$ cat src/rtl/iopr_pkg.sv
// Package for the general-purpose port block: widths, reset values, carriers.
// Assumes a single core clock domain; no software-visible register map.
package iopr_pkg;

  localparam int WIDE_W = 8;
  localparam int NARROW_W = 4;
  localparam int RESET_PIN_IDX = 3;

  // Minimum low time on the reset pin, in ns, and its cycle count at 250 MHz
  localparam int CLK_PERIOD_PS = 4000;
  localparam int RST_MIN_PULSE_NS = 2500;
  localparam int RST_MIN_PULSE_CYC =
      (RST_MIN_PULSE_NS * 1000 + CLK_PERIOD_PS - 1) / CLK_PERIOD_PS;
  localparam int RST_CNT_W = 10;

  // Values held by the port controls after reset
  localparam logic [7:0] WIDE_DIR_RST = 8'h00;
  localparam logic [7:0] WIDE_OUT_RST = 8'h00;
  localparam logic [7:0] WIDE_PU_RST = 8'h00;
  localparam logic [3:0] NARROW_DIR_RST = 4'h0;
  localparam logic [3:0] NARROW_OUT_RST = 4'h0;
  localparam logic [3:0] NARROW_PU_RST = 4'h0;

  // Port control from the core: direction, output data, pull-up select
  typedef struct packed {
    logic [7:0] dir;
    logic [7:0] dout;
    logic [7:0] pull;
  } iopr_wide_ctl_type;

  typedef struct packed {
    logic [3:0] dir;
    logic [3:0] dout;
    logic [3:0] pull;
  } iopr_narrow_ctl_type;

  // Alternate function override for the wide port
  typedef struct packed {
    logic [7:0] en;
    logic [7:0] dir;
    logic [7:0] dout;
  } iopr_alt_type;

  // Pad drive for each port: output level, enable, pull-up; only the narrow port adds a weak-drive flag
  typedef struct packed {
    logic [7:0] dout;
    logic [7:0] oe;
    logic [7:0] pull;
  } iopr_wide_pad_type;

  typedef struct packed {
    logic [3:0] dout;
    logic [3:0] oe;
    logic [3:0] pull;
    logic weak3;
  } iopr_narrow_pad_type;

endpackage : iopr_pkg

$ cat src/rtl/iopr_pin_cell.sv
// One port pin cell: registered drive, enable and pull-up select.
// Assumes the port reset request arrives as a synchronous level.
`timescale 1ns/1ps
module iopr_pin_cell #(
  parameter int W = 8
) (
  // Clock and reset
  input wire logic i_core_clk,
  input wire logic i_sys_rst,
  // Tristate request
  input wire logic i_hiz,
  // Control
  input wire logic [W-1:0] i_dir,
  input wire logic [W-1:0] i_dout,
  input wire logic [W-1:0] i_pull,
  // Pad side
  output logic [W-1:0] o_pad_out,
  output logic [W-1:0] o_pad_oe,
  output logic [W-1:0] o_pad_pu
);

  genvar g;
  generate
    for (g = 0; g < W; g++) begin : g_bit
      always_ff @(posedge i_core_clk) begin
        if (i_sys_rst || i_hiz) begin
          o_pad_out[g] <= 1'b0;
          o_pad_oe[g] <= 1'b0;
          o_pad_pu[g] <= 1'b0;
        end else begin
          o_pad_out[g] <= i_dout[g];
          o_pad_oe[g] <= i_dir[g];
          // Pull-up only on an input pin
          o_pad_pu[g] <= i_pull[g] & ~i_dir[g];
        end
      end
    end
  endgenerate

endmodule : iopr_pin_cell

$ cat src/rtl/iopr_top.sv
// Top of the general-purpose port block: wide and narrow ports with the
// shared reset pin. Assumes pad inputs are synchronous to the core clock
// and the fuse level is stable; pads resolve oe/out/pu into the wire.
`timescale 1ns/1ps
// How it works
// - The narrow port has four pins, each input or output with its own pull-up select.
// - The wide port has eight pins, each input or output with its own pull-up select.
// - Narrow bit three is the reset input unless the disable fuse reads zero.
// - Any reset puts every narrow-port pin in high impedance.
// - Any reset puts every wide-port pin in high impedance.
// - A low on the enabled reset pin lasting at least the minimum pulse raises a reset.
// - With reset disabled, narrow bit three is a port pin with weak drive only.
// - Wide-port pins can be taken over by alternate functions.
module iopr_top #(
  parameter int WIDE_W = iopr_pkg::WIDE_W,
  parameter int NARROW_W = iopr_pkg::NARROW_W,
  parameter int MIN_PULSE_CYC = iopr_pkg::RST_MIN_PULSE_CYC
) (
  // Clock and reset
  input wire logic i_core_clk,
  input wire logic i_sys_rst,
  // Configuration fuse, zero frees the reset pin
  input wire logic i_reset_pin_disable_fuse,
  // Core side controls
  input wire iopr_pkg::iopr_wide_ctl_type i_wide_ctl,
  input wire iopr_pkg::iopr_narrow_ctl_type i_narrow_ctl,
  input wire iopr_pkg::iopr_alt_type i_wide_alt,
  // Pad inputs
  input wire logic [7:0] i_wide_pad,
  input wire logic [3:0] i_narrow_pad,
  // Pad drive
  output iopr_pkg::iopr_wide_pad_type o_wide_pad,
  output iopr_pkg::iopr_narrow_pad_type o_narrow_pad,
  // Pin readback to the core
  output logic [7:0] o_wide_in,
  output logic [3:0] o_narrow_in,
  // Reset request from the pin
  output logic o_ext_reset
);

  logic rst_pin_en;
  logic [iopr_pkg::RST_CNT_W-1:0] low_cnt_q;
  logic [7:0] wide_dir;
  logic [7:0] wide_dout;
  logic [3:0] nar_dir;
  logic [3:0] nar_dout;
  logic [3:0] nar_pull;
  logic hiz;

  // Fuse reads one by default: pin is reset
  assign rst_pin_en = i_reset_pin_disable_fuse;

  // Count the low time on the reset pin; short glitches are dropped
  always_ff @(posedge i_core_clk) begin
    if (i_sys_rst || !rst_pin_en || i_narrow_pad[iopr_pkg::RESET_PIN_IDX]) begin
      low_cnt_q <= '0;
    end else if (low_cnt_q < iopr_pkg::RST_CNT_W'(MIN_PULSE_CYC)) begin
      low_cnt_q <= low_cnt_q + 1'b1;
    end
  end

  always_ff @(posedge i_core_clk) begin
    if (i_sys_rst) begin
      o_ext_reset <= 1'b0;
    end else begin
      o_ext_reset <= rst_pin_en && !i_narrow_pad[iopr_pkg::RESET_PIN_IDX] &&
          low_cnt_q >= iopr_pkg::RST_CNT_W'(MIN_PULSE_CYC - 1);
    end
  end

  // Pin reset also tristates the ports
  assign hiz = o_ext_reset;

  // Alternate functions override the port bits
  assign wide_dir = (i_wide_alt.en & i_wide_alt.dir) |
      (~i_wide_alt.en & i_wide_ctl.dir);
  assign wide_dout = (i_wide_alt.en & i_wide_alt.dout) |
      (~i_wide_alt.en & i_wide_ctl.dout);

  // Bit three takes no port control while it serves as reset
  always_comb begin
    nar_dir = i_narrow_ctl.dir;
    nar_dout = i_narrow_ctl.dout;
    nar_pull = i_narrow_ctl.pull;
    if (rst_pin_en) begin
      nar_dir[iopr_pkg::RESET_PIN_IDX] = 1'b0;
      nar_dout[iopr_pkg::RESET_PIN_IDX] = 1'b0;
      // Reset pin has its pull-up forced on so it idles high; any reset clears it in the pin cell
      nar_pull[iopr_pkg::RESET_PIN_IDX] = 1'b1;
    end
  end

  iopr_pin_cell #(.W(8)) u_wide (
    .i_core_clk(i_core_clk),
    .i_sys_rst(i_sys_rst),
    .i_hiz(hiz),
    .i_dir(wide_dir),
    .i_dout(wide_dout),
    .i_pull(i_wide_ctl.pull),
    .o_pad_out(o_wide_pad.dout),
    .o_pad_oe(o_wide_pad.oe),
    .o_pad_pu(o_wide_pad.pull)
  );

  iopr_pin_cell #(.W(4)) u_narrow (
    .i_core_clk(i_core_clk),
    .i_sys_rst(i_sys_rst),
    .i_hiz(hiz),
    .i_dir(nar_dir),
    .i_dout(nar_dout),
    .i_pull(nar_pull),
    .o_pad_out(o_narrow_pad.dout),
    .o_pad_oe(o_narrow_pad.oe),
    .o_pad_pu(o_narrow_pad.pull)
  );

  // Weak drive marker for the shared pin when it is a port pin
  always_ff @(posedge i_core_clk) begin
    if (i_sys_rst) begin
      o_narrow_pad.weak3 <= 1'b0;
    end else begin
      o_narrow_pad.weak3 <= !rst_pin_en;
    end
  end

  always_ff @(posedge i_core_clk) begin
    if (i_sys_rst) begin
      o_wide_in <= '0;
      o_narrow_in <= '0;
    end else begin
      o_wide_in <= i_wide_pad;
      o_narrow_in <= i_narrow_pad;
    end
  end

  property p_wide_hiz;
    @(posedge i_core_clk) (i_sys_rst || hiz) |=> (o_wide_pad.oe == 8'h00);
  endproperty
  a_wide_hiz: assert property (p_wide_hiz)
    else $error("wide port driven after reset");

  property p_nar_hiz;
    @(posedge i_core_clk) (i_sys_rst || hiz) |=> (o_narrow_pad.oe == 4'h0);
  endproperty
  a_nar_hiz: assert property (p_nar_hiz)
    else $error("narrow port driven during reset");

  property p_rst_pin_in;
    @(posedge i_core_clk) disable iff (i_sys_rst)
      rst_pin_en |=> !o_narrow_pad.oe[3];
  endproperty
  a_rst_pin_in: assert property (p_rst_pin_in)
    else $error("reset pin driven as output");

  property p_short_low;
    @(posedge i_core_clk) disable iff (i_sys_rst)
      (low_cnt_q == '0) |=> !o_ext_reset;
  endproperty
  a_short_low: assert property (p_short_low)
    else $error("reset raised on a short pulse");

  property p_weak;
    @(posedge i_core_clk) disable iff (i_sys_rst)
      !rst_pin_en ##1 !rst_pin_en |-> o_narrow_pad.weak3;
  endproperty
  a_weak: assert property (p_weak)
    else $error("freed reset pin not marked weak");

  property p_dir;
    @(posedge i_core_clk) disable iff (i_sys_rst || hiz)
      (!i_wide_alt.en[0] && i_wide_ctl.dir[0]) |=> o_wide_pad.oe[0];
  endproperty
  a_dir: assert property (p_dir)
    else $error("output pin not driven");

  property p_alt;
    @(posedge i_core_clk) disable iff (i_sys_rst || hiz)
      (i_wide_alt.en[1] && i_wide_alt.dir[1]) |=>
        (o_wide_pad.oe[1] && o_wide_pad.dout[1] == $past(i_wide_alt.dout[1]));
  endproperty
  a_alt: assert property (p_alt)
    else $error("alternate function not routed");

  property p_pull;
    @(posedge i_core_clk) disable iff (i_sys_rst || hiz)
      (i_narrow_ctl.pull[0] && !i_narrow_ctl.dir[0]) |=> o_narrow_pad.pull[0];
  endproperty
  a_pull: assert property (p_pull)
    else $error("pull-up not applied");

endmodule : iopr_top

$ cat config.mk
export PLATFORM = sky130hd
export DESIGN_NAME = iopr_top
export DESIGN_NICKNAME = d
export VERILOG_FILES = /design/src/rtl/iopr_pkg.sv /design/src/rtl/iopr_pin_cell.sv /design/src/rtl/iopr_top.sv
export SDC_FILE = /design/constraint.sdc
export NUM_CORES = 1
export LEC_CHECK = 0
export ABC_AREA = 1
export BUFFER_PORTS_ARGS = -buffer_cell sky130_fd_sc_hd__buf_4
export CORE_ASPECT_RATIO = 0.6
export CORE_MARGIN = 3
export CORE_UTILIZATION = 40
export DETAILED_ROUTE_END_ITERATION = 6
export GPL_ROUTABILITY_DRIVEN = 0
export GPL_TIMING_DRIVEN = 0
export PLACE_DENSITY_LB_ADDON = 0.12
export SKIP_CTS_REPAIR_TIMING = 1
export SYNTH_ARGS = -nofsm -noshare
export SYNTH_HDL_FRONTEND = slang
export SYNTH_HIERARCHICAL = 1
export SYNTH_SLANG_ARGS = --single-unit
$ cat constraint.sdc
create_clock -name i_core_clk -period 1.8 [get_ports i_core_clk]
set_input_delay 0.54 -clock i_core_clk [delete_from_list [all_inputs] [get_ports i_core_clk]]
set_output_delay 0.54 -clock i_core_clk [all_outputs]
set_load 0.03 [all_outputs]
==> results of run 1 <==
[metrics by stage]
stage / std cells / area, µm² / hold slack [ps] / power, mW / util (%)
after floorplan: 268 / 2370 / 491 / 1.70 / -
after global placement: 472 / 3400 / 509 / 1.94 / 60.2
after detailed placement: 472 / 3400 / 516 / 1.95 / 60.2
after CTS: 486 / 3590 / 391 / 3.13 / 63.6
after global routing: 486 / 3590 / 398 / 3.22 / 63.6
final: 486 / 3590 / 408 / 3.09 / 63.6
[worst min path at each step]
stage	startpoint	to	depth (start not counted)
after floorplan	low_cnt_q[0]$_SDFFE_PP0N_	low_cnt_q[0]$_SDFFE_PP0N_	2
after global placement	low_cnt_q[0]$_SDFFE_PP0N_	low_cnt_q[0]$_SDFFE_PP0N_	2
after CTS	i_wide_pad[4]	o_wide_in[4]$_SDFF_PP0_	3
final	i_wide_pad[4]	o_wide_in[4]$_SDFF_PP0_	3
after detailed placement	low_cnt_q[0]$_SDFFE_PP0N_	low_cnt_q[0]$_SDFFE_PP0N_	2
after global routing	i_wide_pad[6]	o_wide_in[6]$_SDFF_PP0_	3
[kinds of logic after synthesis]
logic type / after synthesis / share of synthesized area, %
AO/OA/AOI/OAI: 13 / 3.64
AND/OR/NAND/NOR: 115 / 25.0
XOR/XNOR: 1 / 0.370
multiplexers: 16 / 7.60
buffers and inverters: 60 / 11.1
adder cells (fa/ha/maj): 3 / 1.58
flip-flops: 60 / 50.7
[sequential cells by signal (all words and copies together) (netlist names)]
| signal | cells |
|---|---|
| low_cnt_q | 10 |
| o_wide_in | 8 |
| u_wide/o_pad_oe | 8 |
| u_wide/o_pad_out | 8 |
| u_wide/o_pad_pu | 8 |
| o_narrow_in | 4 |
| u_narrow/o_pad_oe | 4 |
| u_narrow/o_pad_out | 4 |
| u_narrow/o_pad_pu | 4 |
| o_ext_reset | 1 |
| o_narrow_pad | 1 |
[Yosys cell counts]
cell	instances	area share, %
ha_1	3	1.6
or2_2	1	0.26
o21ai_0	1	0.21
nor3_1	1	0.21
o21ai_4	1	0.69
a21oi_1	8	1.7
nor3_2	1	0.42
nor2_1	30	4.8
nand3_1	13	2.7
clkbuf_1	1	0.16
a21oi_2	2	0.74
inv_1	48	7.6
xor2_1	1	0.37
nand2_2	7	1.8
dfxtp_1	60	51
buf_6	3	1.4
nor2_2	29	7.7
nand2_1	27	4.3
buf_12	1	0.84
mux2_2	16	7.6
clkinv_1	1	0.16
o21bai_1	1	0.32
nor2_4	1	0.48
nand3_2	1	0.42
nand2_4	4	1.9
inv_2	6	0.95
[power by group through the flow]
stage	registers, mW	logic (mW)	clock network [mW]
after CTS	1.41	0.515	1.21
after global routing	1.41	0.549	1.26
after global placement	1.44	0.508	0
after floorplan	1.56	0.139	0
final	1.41	0.509	1.17
after detailed placement	1.44	0.513	0
[metal layers]
layer | track usage (%) | vias up
met5 | 0 | -
met1 | 19.0 | 886
li1 | - | 1062
met3 | 9.22 | 9
met2 | 24.3 | 79
met4 | 7.86 | 0
[cell type report]
class / count / share of cell area [%]
plain buffers: 5 / 1.60
well taps: 80 / 2.79
flip-flops and latches: 60 / 33.4
clock inverters: 2 / 0.976
repair buffers: 124 / 25.9
multi-input cells: 148 / 25.2
clock buffers: 12 / 4.32
inverters: 55 / 5.75
[worst max-delay path, cell delays in order (launching register included)]
cell,delay (ps)
dfxtp_1,330
inv_1,130
ha_1,160
inv_1,40
nor2_1,170
nand2_4,110
nand2_4,100
buf_12,140
nand3_2,50
nand3_1,90
inv_2,30
==> metrics.txt, run 1 <==
Overflow after GRT=0; maximum level of the CTS H-tree=3; result of the run=finished clean; count of final hold-check violations=0; CP Class=reg -> reg; number of antenna violations at the first check in global routing=0; net count after synthesis=346; reg2reg setup slack=between 300 and 400 ps; overall via count from detail_route=a little over 2000; number of buffers inserted by port buffering=124; worst path setup slack after routing=348 ps; first-pass iteration count of the detailed router=4; Place WS=354 ps; Die Area=roughly 0.007 mm²; headroom to the max-slew limit=73.6%; number of CTS-inserted buffers=9; end of the worst register-to-register path=low_cnt_q[4]$_SDFFE_PP0N_; uppermost signal routing layer after detailed routing=met4; post-synthesis instance area=0.00237 mm²; top library cells by usage in the layout, fill and taps aside=buf_4, dfxtp_1, inv_1; synthesized flop and latch total=60; Met1 Routed Length=2320 µm; Switch Pwr=0.755 mW; drt initial violations=70; number of antenna cells inserted=0; net count reported at finish=481; Critical Path Sink=low_cnt_q[4]$_SDFFE_PP0N_; Tmin final=1450 ps; number of ports placed on the die boundary=125; count of distinct cell types in the synthesized netlist=26; DIE HEIGHT=~66 µm; RSZ-0062 raised after global routing=false; clock sink count=60; final number of setup-violating endpoints=0; combinational fraction of design power=~17%; clock insertion delay at the later pin of the skew report=320 ps; share of total power in sequential cells=45.5%; detailed-placement wirelength estimate=4330 µm; top fanout value on the critical path=10; proportion of power drawn by the clock network=38.0%; wire length of the first global-routing pass=8610 µm; flip-flop and latch area=between 0.001 and 0.0015 mm²; Switching Fraction=24.4%; Reg clk slew, reported paths=60 ps; DRT antenna net count=0; maximum clock frequency=approximately 690 MHz; Worst setup EP type=flip-flop; part of the cycle the worst path needs=between 80% and 90%; vias in the first global route=1837; fraction of final layout cells sized beyond drive strength 1=51.7%; cell count after synthesis=268; most common library cell in the layout ignoring fill and taps=buf_4; met2 wire length=2490 µm; sequential area share after synthesis=between 50% and 60%; remaining routing DRC violations=0; launch point of the critical path=low_cnt_q[0]$_SDFFE_PP0N_; Filler Cell Count=between 500 and 600; Detail Route met3 WL=632 µm; Routed Wire Length=5530 µm; per-cell routed wire length=11.4 µm; nature of the critical path startpoint=flip-flop; Core Box Area=0.00565 mm²; maximum root-to-sink buffer count=2; Max VDD drop=about 410 µV; Overall Global Routing Usage=16.3%; startpoint of the most critical register-to-register path=low_cnt_q[0]$_SDFFE_PP0N_; Root Buffer=clkbuf_8; DR vias/cell=about 4.2; leakage component of the power=1.81 nW; synthesized area per cell=8.84 µm²; area overhead of the layout relative to synthesis=51.5%; Setup TNS Final=0 ps; largest net degree at the start of global routing=11; total area of multi-input combinational cells=slightly above 900 µm²; worst hold path type=in -> reg; Max Transition Viols Final=0; chip width=around 110 µm; P_int=2.33 mW; clock tree from TritonCTS=done; std cell rows=21; r2r worst-path depth=10; Worst-Margin Slew=396 ps; worst clock skew on the final layout=7.02 ps; warnings from Yosys=6; P per Cell Area=860 mW/mm²; critical path arrival=1680 ps; total of max-cap violations=0; critical path required time=2030 ps; starting utilization of the core area=41.9%
No activity file was read; power rests on OpenSTA's default activity.
==> run 2: changes to the inputs <==
==> constraint.sdc (replaced) <==
create_clock -name i_core_clk -period 1.4 [get_ports i_core_clk]
set_input_delay 0.42 -clock i_core_clk [delete_from_list [all_inputs] [get_ports i_core_clk]]
set_output_delay 0.42 -clock i_core_clk [all_outputs]
set_load 0.03 [all_outputs]
==> run 2 against run 1 <==
Net effect: sequential power increased by 28%; largest cell class unchanged; register-to-register slack got worse by 270 ps; routed wire length increased by 2.5%; non-clock buffer count increased by 4; via count increased by 1.4%; clock skew about the same; clock-buffer cell count unchanged; hold slack got worse by 120 ps; critical path depth decreased by 1; critical path type unchanged; total power increased by 29%; die area unchanged; clock power increased by 29%; critical endpoint is now low_cnt_q[9]$_SDFFE_PP0N_.
==> metrics.txt, run 2 (synthesis gave the netlist of run 1 again) <==
Overflow after GRT=0 (unchanged); worst-case hold slack=287 ps (was 408 ps); count of final hold-check violations=0 (unchanged); detailed-placement wirelength estimate=4330 µm (unchanged); number of ports placed on the die boundary=125 (unchanged); sequence of cells on the critical path=inv_2, ha_1, inv_1, nor2_2, nand2_4, nand2_8, clkbuf_16, a21oi_2, nor2_1 (was inv_1, ha_1, inv_1, nor2_1, nand2_4, nand2_4, buf_12, nand3_2, nand3_1, inv_2); sum of buffers and inverters on the critical path=3 (was 4); P_int=3.00 mW (was 2.33 mW); most flop-heavy register=low_cnt_q (unchanged); std cell rows=21 (unchanged); cell with the largest stage delay on the worst path=dfxtp_2 (was dfxtp_1); DR vias/cell=4.21 (was 4.19); met1 layer usage reported by global route=19.0% (unchanged); share of total power in sequential cells=45.4% (was 45.5%); number of buffers inserted by port buffering=124 (unchanged); maximum root-to-sink buffer count=2 (unchanged); Worst-Margin Slew=394 ps (was 396 ps); clock insertion delay at the later pin of the skew report=330 ps (was 320 ps); worst hold path type=in -> reg (unchanged); Routed Wire Length=5670 µm (was 5530 µm); combinational fraction of design power=16.6% (was 16.5%); leakage component of the power=1.83 nW (was 1.81 nW); Tmin final=1320 ps (was 1450 ps); nature of the critical path startpoint=flip-flop (unchanged); chip width=105 µm (unchanged); most common library cell in the layout ignoring fill and taps=buf_4 (unchanged); Root Buffer=clkbuf_8 (unchanged); top fanout value on the critical path=5 (was 10); Max VDD drop=529 µV (was 411 µV); number of antenna cells inserted=0 (unchanged); maximum level of the CTS H-tree=3 (unchanged); Die Area=0.00691 mm² (unchanged); DIE HEIGHT=65.6 µm (unchanged); DRT antenna net count=0 (unchanged); P per Cell Area=1090 mW/mm² (was 860 mW/mm²); number of antenna violations at the first check in global routing=0 (unchanged); fraction of final layout cells sized beyond drive strength 1=54.4% (was 51.7%); Core Box Area=0.00565 mm² (unchanged); worst path setup slack after routing=81.5 ps (was 348 ps); remaining routing DRC violations=0 (unchanged); CP delay by family, top=flip-flops (was simple AND/OR/NAND/NOR gates); vias in the first global route=1837 (unchanged); overall via count from detail_route=2065 (was 2036); GR Util met3=9.22% (unchanged); maximum clock frequency=758 MHz (was 689 MHz); Worst setup EP type=flip-flop (unchanged); drt initial violations=74 (was 70); net count reported at finish=485 (was 481); critical path required time=1620 ps (was 2030 ps); clock sink count=60 (unchanged); largest net degree at the start of global routing=11 (unchanged); part of the cycle the worst path needs=94.2% (was 80.7%); Switching Fraction=24.5% (was 24.4%); proportion of power drawn by the clock network=38.0% (about the same); Overall Global Routing Usage=16.3% (unchanged); clock tree from TritonCTS=done (unchanged); Reg clk slew, reported paths=60 ps (about the same); critical path arrival=1540 ps (was 1680 ps); number of flip-flops in the largest register=10 (unchanged); Place WS=-46.2 ps (was 354 ps); met2 usage=24.3% (unchanged); number of CTS-inserted buffers=9 (unchanged); delay contributed by the slowest stage of the critical path=360 ps (was 330 ps); area overhead of the layout relative to synthesis=54.8% (was 51.5%); Switch Pwr=0.976 mW (was 0.755 mW); CP Class=reg -> reg (unchanged); Max Transition Viols Final=0 (unchanged); first-pass iteration count of the detailed router=4 (unchanged); top library cells by usage in the layout, fill and taps aside=buf_4, dfxtp_1, inv_1 (unchanged); total of max-cap violations=0 (unchanged); headroom to the max-slew limit=73.7% (was 73.6%); per-cell routed wire length=11.6 µm (was 11.4 µm); wire length of the first global-routing pass=8610 µm (unchanged); final number of setup-violating endpoints=0 (unchanged); result of the run=finished clean (unchanged); worst clock skew on the final layout=6.79 ps (was 7.02 ps); starting utilization of the core area=41.9% (unchanged); most heavily used metal layer in global routing=met2 (unchanged)
## run 2: layout make-up
cell class,count,area (µm²)
Clock buffer,12,155
Fill cell,495,1980
Timing Repair Buffer,128,978
Multi-Input combinational cell,148,925
Sequential cell,60,1210
Inverter,55,206
Tap cell,80,100
Clock inverter,2,35.0
Buffer,5,57.6
## run 2: tightest hold or removal path: stages
cell and delay [ps]:
buf_4 70, inv_1 30, nor2_1 60
## run 2: power by group through the flow
stage	Combinational, mW	Sequential [mW]	Clock (mW)
3_5_place_dp	0.660	1.85	0
2_1_floorplan	0.179	2.01	0
5_1_grt	0.711	1.81	1.63
4_1_cts	0.663	1.81	1.55
3_3_place_gp	0.653	1.85	0
6_report	0.659	1.81	1.51
## run 2: metal layers
| layer | vias up | wire, µm |
|---|---|---|
| met5 | - | 0 |
| met4 | 0 | 85 |
| met3 | 8 | 643 |
| met2 | 84 | 2600 |
| met1 | 902 | 2340 |
| li1 | 1071 | - |
## run 2: path summary, 6_finish.rpt
| check | startpoint | endpoint | slack [ps] | cells after the start |
|---|---|---|---|---|
| setup / recovery | low_cnt_q[0]$_SDFFE_PP0N_ | low_cnt_q[9]$_SDFFE_PP0N_ | 80 | 9 |
| hold / removal | i_wide_pad[4] | o_wide_in[4]$_SDFF_PP0_ | 290 | 3 |
| setup reg to reg | low_cnt_q[0]$_SDFFE_PP0N_ | low_cnt_q[9]$_SDFFE_PP0N_ | 80 | 9 |
| hold reg to reg | low_cnt_q[0]$_SDFFE_PP0N_ | low_cnt_q[0]$_SDFFE_PP0N_ | 520 | 2 |
## run 2: through the flow
step                      util, %  setup TNS [ps]  cells  area, µm²  total power, mW
final                        64.9               0    490       3670             3.98
after global routing         64.9           -54.2    490       3670             4.15
after CTS                    63.6            -203    486       3590             4.03
after detailed placement     60.2           -70.6    472       3400             2.51
after global placement       60.2           -45.4    472       3400             2.50
after floorplan                 -               0    268       2370             2.19
==> run 3: changes to the inputs <==
--- a/config.mk
+++ b/config.mk
@@ -10,6 +10,7 @@
 export CORE_ASPECT_RATIO = 0.6
 export CORE_MARGIN = 3
 export CORE_UTILIZATION = 40
+export CTS_BUF_LIST = sky130_fd_sc_hd__clkbuf_16
 export DETAILED_ROUTE_END_ITERATION = 6
 export GPL_ROUTABILITY_DRIVEN = 0
 export GPL_TIMING_DRIVEN = 0
==> run 3 against run 2 <==
Net effect: critical endpoint is now low_cnt_q[4]$_SDFFE_PP0N_; via count grew 1.6%; clock-buffer cell count fell by 3; flip-flop and latch count unchanged.
==> metrics.txt, run 3 (synthesis gave the netlist of run 1 again) <==
most flop-heavy register=low_cnt_q (unchanged); first-pass iteration count of the detailed router=4 (unchanged); share of total power in sequential cells=40.4% (was 45.4%); worst hold path type=in -> reg (unchanged); Core Box Area=0.00565 mm² (unchanged); total of max-cap violations=0 (unchanged); worst clock skew on the final layout=7.65 ps (was 6.79 ps); DIE HEIGHT=65.6 µm (unchanged); Worst-Margin Slew=397 ps (was 394 ps); Filler Cell Count=483 (was 495); nature of the critical path startpoint=flip-flop (unchanged); worst path setup slack after routing=74.4 ps (was 81.5 ps); Worst setup EP type=flip-flop (unchanged); headroom to the max-slew limit=73.5% (was 73.7%); Overflow after GRT=0 (unchanged); combinational fraction of design power=14.8% (was 16.6%); proportion of power drawn by the clock network=44.8% (was 38.0%); Routed Wire Length=5850 µm (was 5670 µm); CP Class=reg -> reg (unchanged); total placed cells including tap cells=472 (unchanged); Overall Global Routing Usage=17.0% (was 16.3%); P_int=3.44 mW (was 3.00 mW); P per Cell Area=1200 mW/mm² (was 1090 mW/mm²); part of the cycle the worst path needs=94.7% (was 94.2%); detailed-placement wirelength estimate=4330 µm (unchanged); Min-Delay Startpoint=i_wide_pad[4] (unchanged); number of flip-flops in the largest register=10 (unchanged); top fanout value on the critical path=5 (unchanged); maximum level of the CTS H-tree=3 (unchanged); std cell rows=21 (unchanged); number of ports placed on the die boundary=125 (unchanged); most common library cell in the layout ignoring fill and taps=buf_4 (unchanged); area overhead of the layout relative to synthesis=58.2% (was 54.8%); remaining routing DRC violations=0 (unchanged); critical path arrival=1540 ps (about the same); largest net degree at the start of global routing=11 (unchanged); startpoint of the most critical register-to-register path=low_cnt_q[1]$_SDFFE_PP0N_ (was low_cnt_q[0]$_SDFFE_PP0N_); critical path required time=1610 ps (was 1620 ps); leakage component of the power=1.87 nW (was 1.83 nW); non-filler cells in the finished layout=490 (unchanged); number of antenna cells inserted=0 (unchanged); Tmin final=1330 ps (was 1320 ps); Switching Fraction=23.3% (was 24.5%); overall via count from detail_route=2098 (was 2065); result of the run=finished clean (unchanged); Root Buffer=clkbuf_16 (was clkbuf_8); final number of setup-violating endpoints=0 (unchanged); clock tree from TritonCTS=done (unchanged); net count reported at finish=485 (unchanged); number of antenna violations at the first check in global routing=0 (unchanged); fraction of final layout cells sized beyond drive strength 1=53.9% (was 54.4%); worst min-delay path endpoint=o_wide_in[4]$_SDFF_PP0_ (unchanged); drt initial violations=82 (was 74); end of the worst register-to-register path=low_cnt_q[4]$_SDFFE_PP0N_ (was low_cnt_q[9]$_SDFFE_PP0N_); maximum root-to-sink buffer count=2 (unchanged); starting utilization of the core area=41.9% (unchanged); Max VDD drop=653 µV (was 529 µV); per-cell routed wire length=11.9 µm (was 11.6 µm); vias in the first global route=1867 (was 1837); DRT antenna net count=0 (unchanged); number of CTS-inserted buffers=9 (unchanged); number of buffers inserted by port buffering=124 (unchanged); DR vias/cell=4.28 (was 4.21); Place WS=-46.2 ps (unchanged); Max Transition Viols Final=0 (unchanged); count of final hold-check violations=0 (unchanged); Reg clk slew, reported paths=50 ps (was 60 ps); Die Area=0.00691 mm² (unchanged); wire length of the first global-routing pass=8900 µm (was 8610 µm); top library cells by usage in the layout, fill and taps aside=buf_4, dfxtp_1, inv_1 (unchanged); Switch Pwr=1.04 mW (was 0.976 mW); reg2reg setup slack=70 ps (was 80 ps); clock insertion delay at the later pin of the skew report=320 ps (was 330 ps); r2r worst-path depth=10 (was 9); clock sink count=60 (unchanged); maximum clock frequency=754 MHz (was 758 MHz); fraction of the core area covered by cells at the end of the flow=66.4% (was 64.9%); Worst Hold Path Cells=3 (unchanged); chip width=105 µm (unchanged)
[run 3: cell types whose count changed in the layout (fill, tap and decap cells not counted), sizes merged]
cell,change
inv,+1
clkbuf,-3
clkinv,+2
[run 3: worst max path at each step]
stage	from	end	slack [ps]	cells past startpoint
2_1_floorplan	low_cnt_q[0]$_SDFFE_PP0N_	low_cnt_q[4]$_SDFFE_PP0N_	80	10
3_3_place_gp	low_cnt_q[0]$_SDFFE_PP0N_	low_cnt_q[4]$_SDFFE_PP0N_	-50	10
6_report	low_cnt_q[1]$_SDFFE_PP0N_	low_cnt_q[4]$_SDFFE_PP0N_	70	10
3_5_place_dp	low_cnt_q[0]$_SDFFE_PP0N_	low_cnt_q[4]$_SDFFE_PP0N_	-50	10
5_1_grt	low_cnt_q[1]$_SDFFE_PP0N_	low_cnt_q[4]$_SDFFE_PP0N_	-20	10
4_1_cts	low_cnt_q[0]$_SDFFE_PP0N_	low_cnt_q[4]$_SDFFE_PP0N_	-70	10
[run 3: worst max-delay path, cell delays in order, from the launching register on]
cell	delay (ps)
dfxtp_4	360
inv_1	70
ha_1	140
inv_1	40
nor2_2	110
nand2_4	100
nand2_8	110
buf_12	120
nand3_2	50
nand3_1	80
inv_2	30
[run 3: power by group through the flow]
stage | Combinational, mW | Clock [mW] | Sequential (mW)
finish | 0.662 | 2.01 | 1.81
global route | 0.713 | 2.15 | 1.82
CTS | 0.665 | 2.07 | 1.81
detailed placement | 0.660 | 0 | 1.85
global placement | 0.653 | 0 | 1.85
floorplan | 0.179 | 0 | 2.01
[run 3: metal layers]
layer	share of wire, %	track usage [%]
met1	39	19.2
met2	47	25.8
met3	12	10.0
met4	1.8	7.86
met5	0	0
[run 3: area by class of cell]
class	count	area, µm²	area share [%]
Sequential cell	60	1210	32.3
Timing Repair Buffer	128	978	26.1
Multi-Input combinational cell	148	925	24.7
Clock buffer	9	225	6.01
Inverter	55	206	5.51
Tap cell	80	100	2.67
Buffer	5	57.6	1.54
Clock inverter	5	46.3	1.23
[run 3: metrics by stage]
step / TNS (ps) / hold WS, ps / area, µm² / power, mW
3_3_place_gp: -45.4 / 509 / 3400 / 2.50
3_5_place_dp: -70.6 / 516 / 3400 / 2.51
2_1_floorplan: 0 / 491 / 2370 / 2.19
4_1_cts: -207 / 287 / 3670 / 4.55
5_1_grt: -45.6 / 294 / 3750 / 4.68
6_report: 0 / 303 / 3750 / 4.48
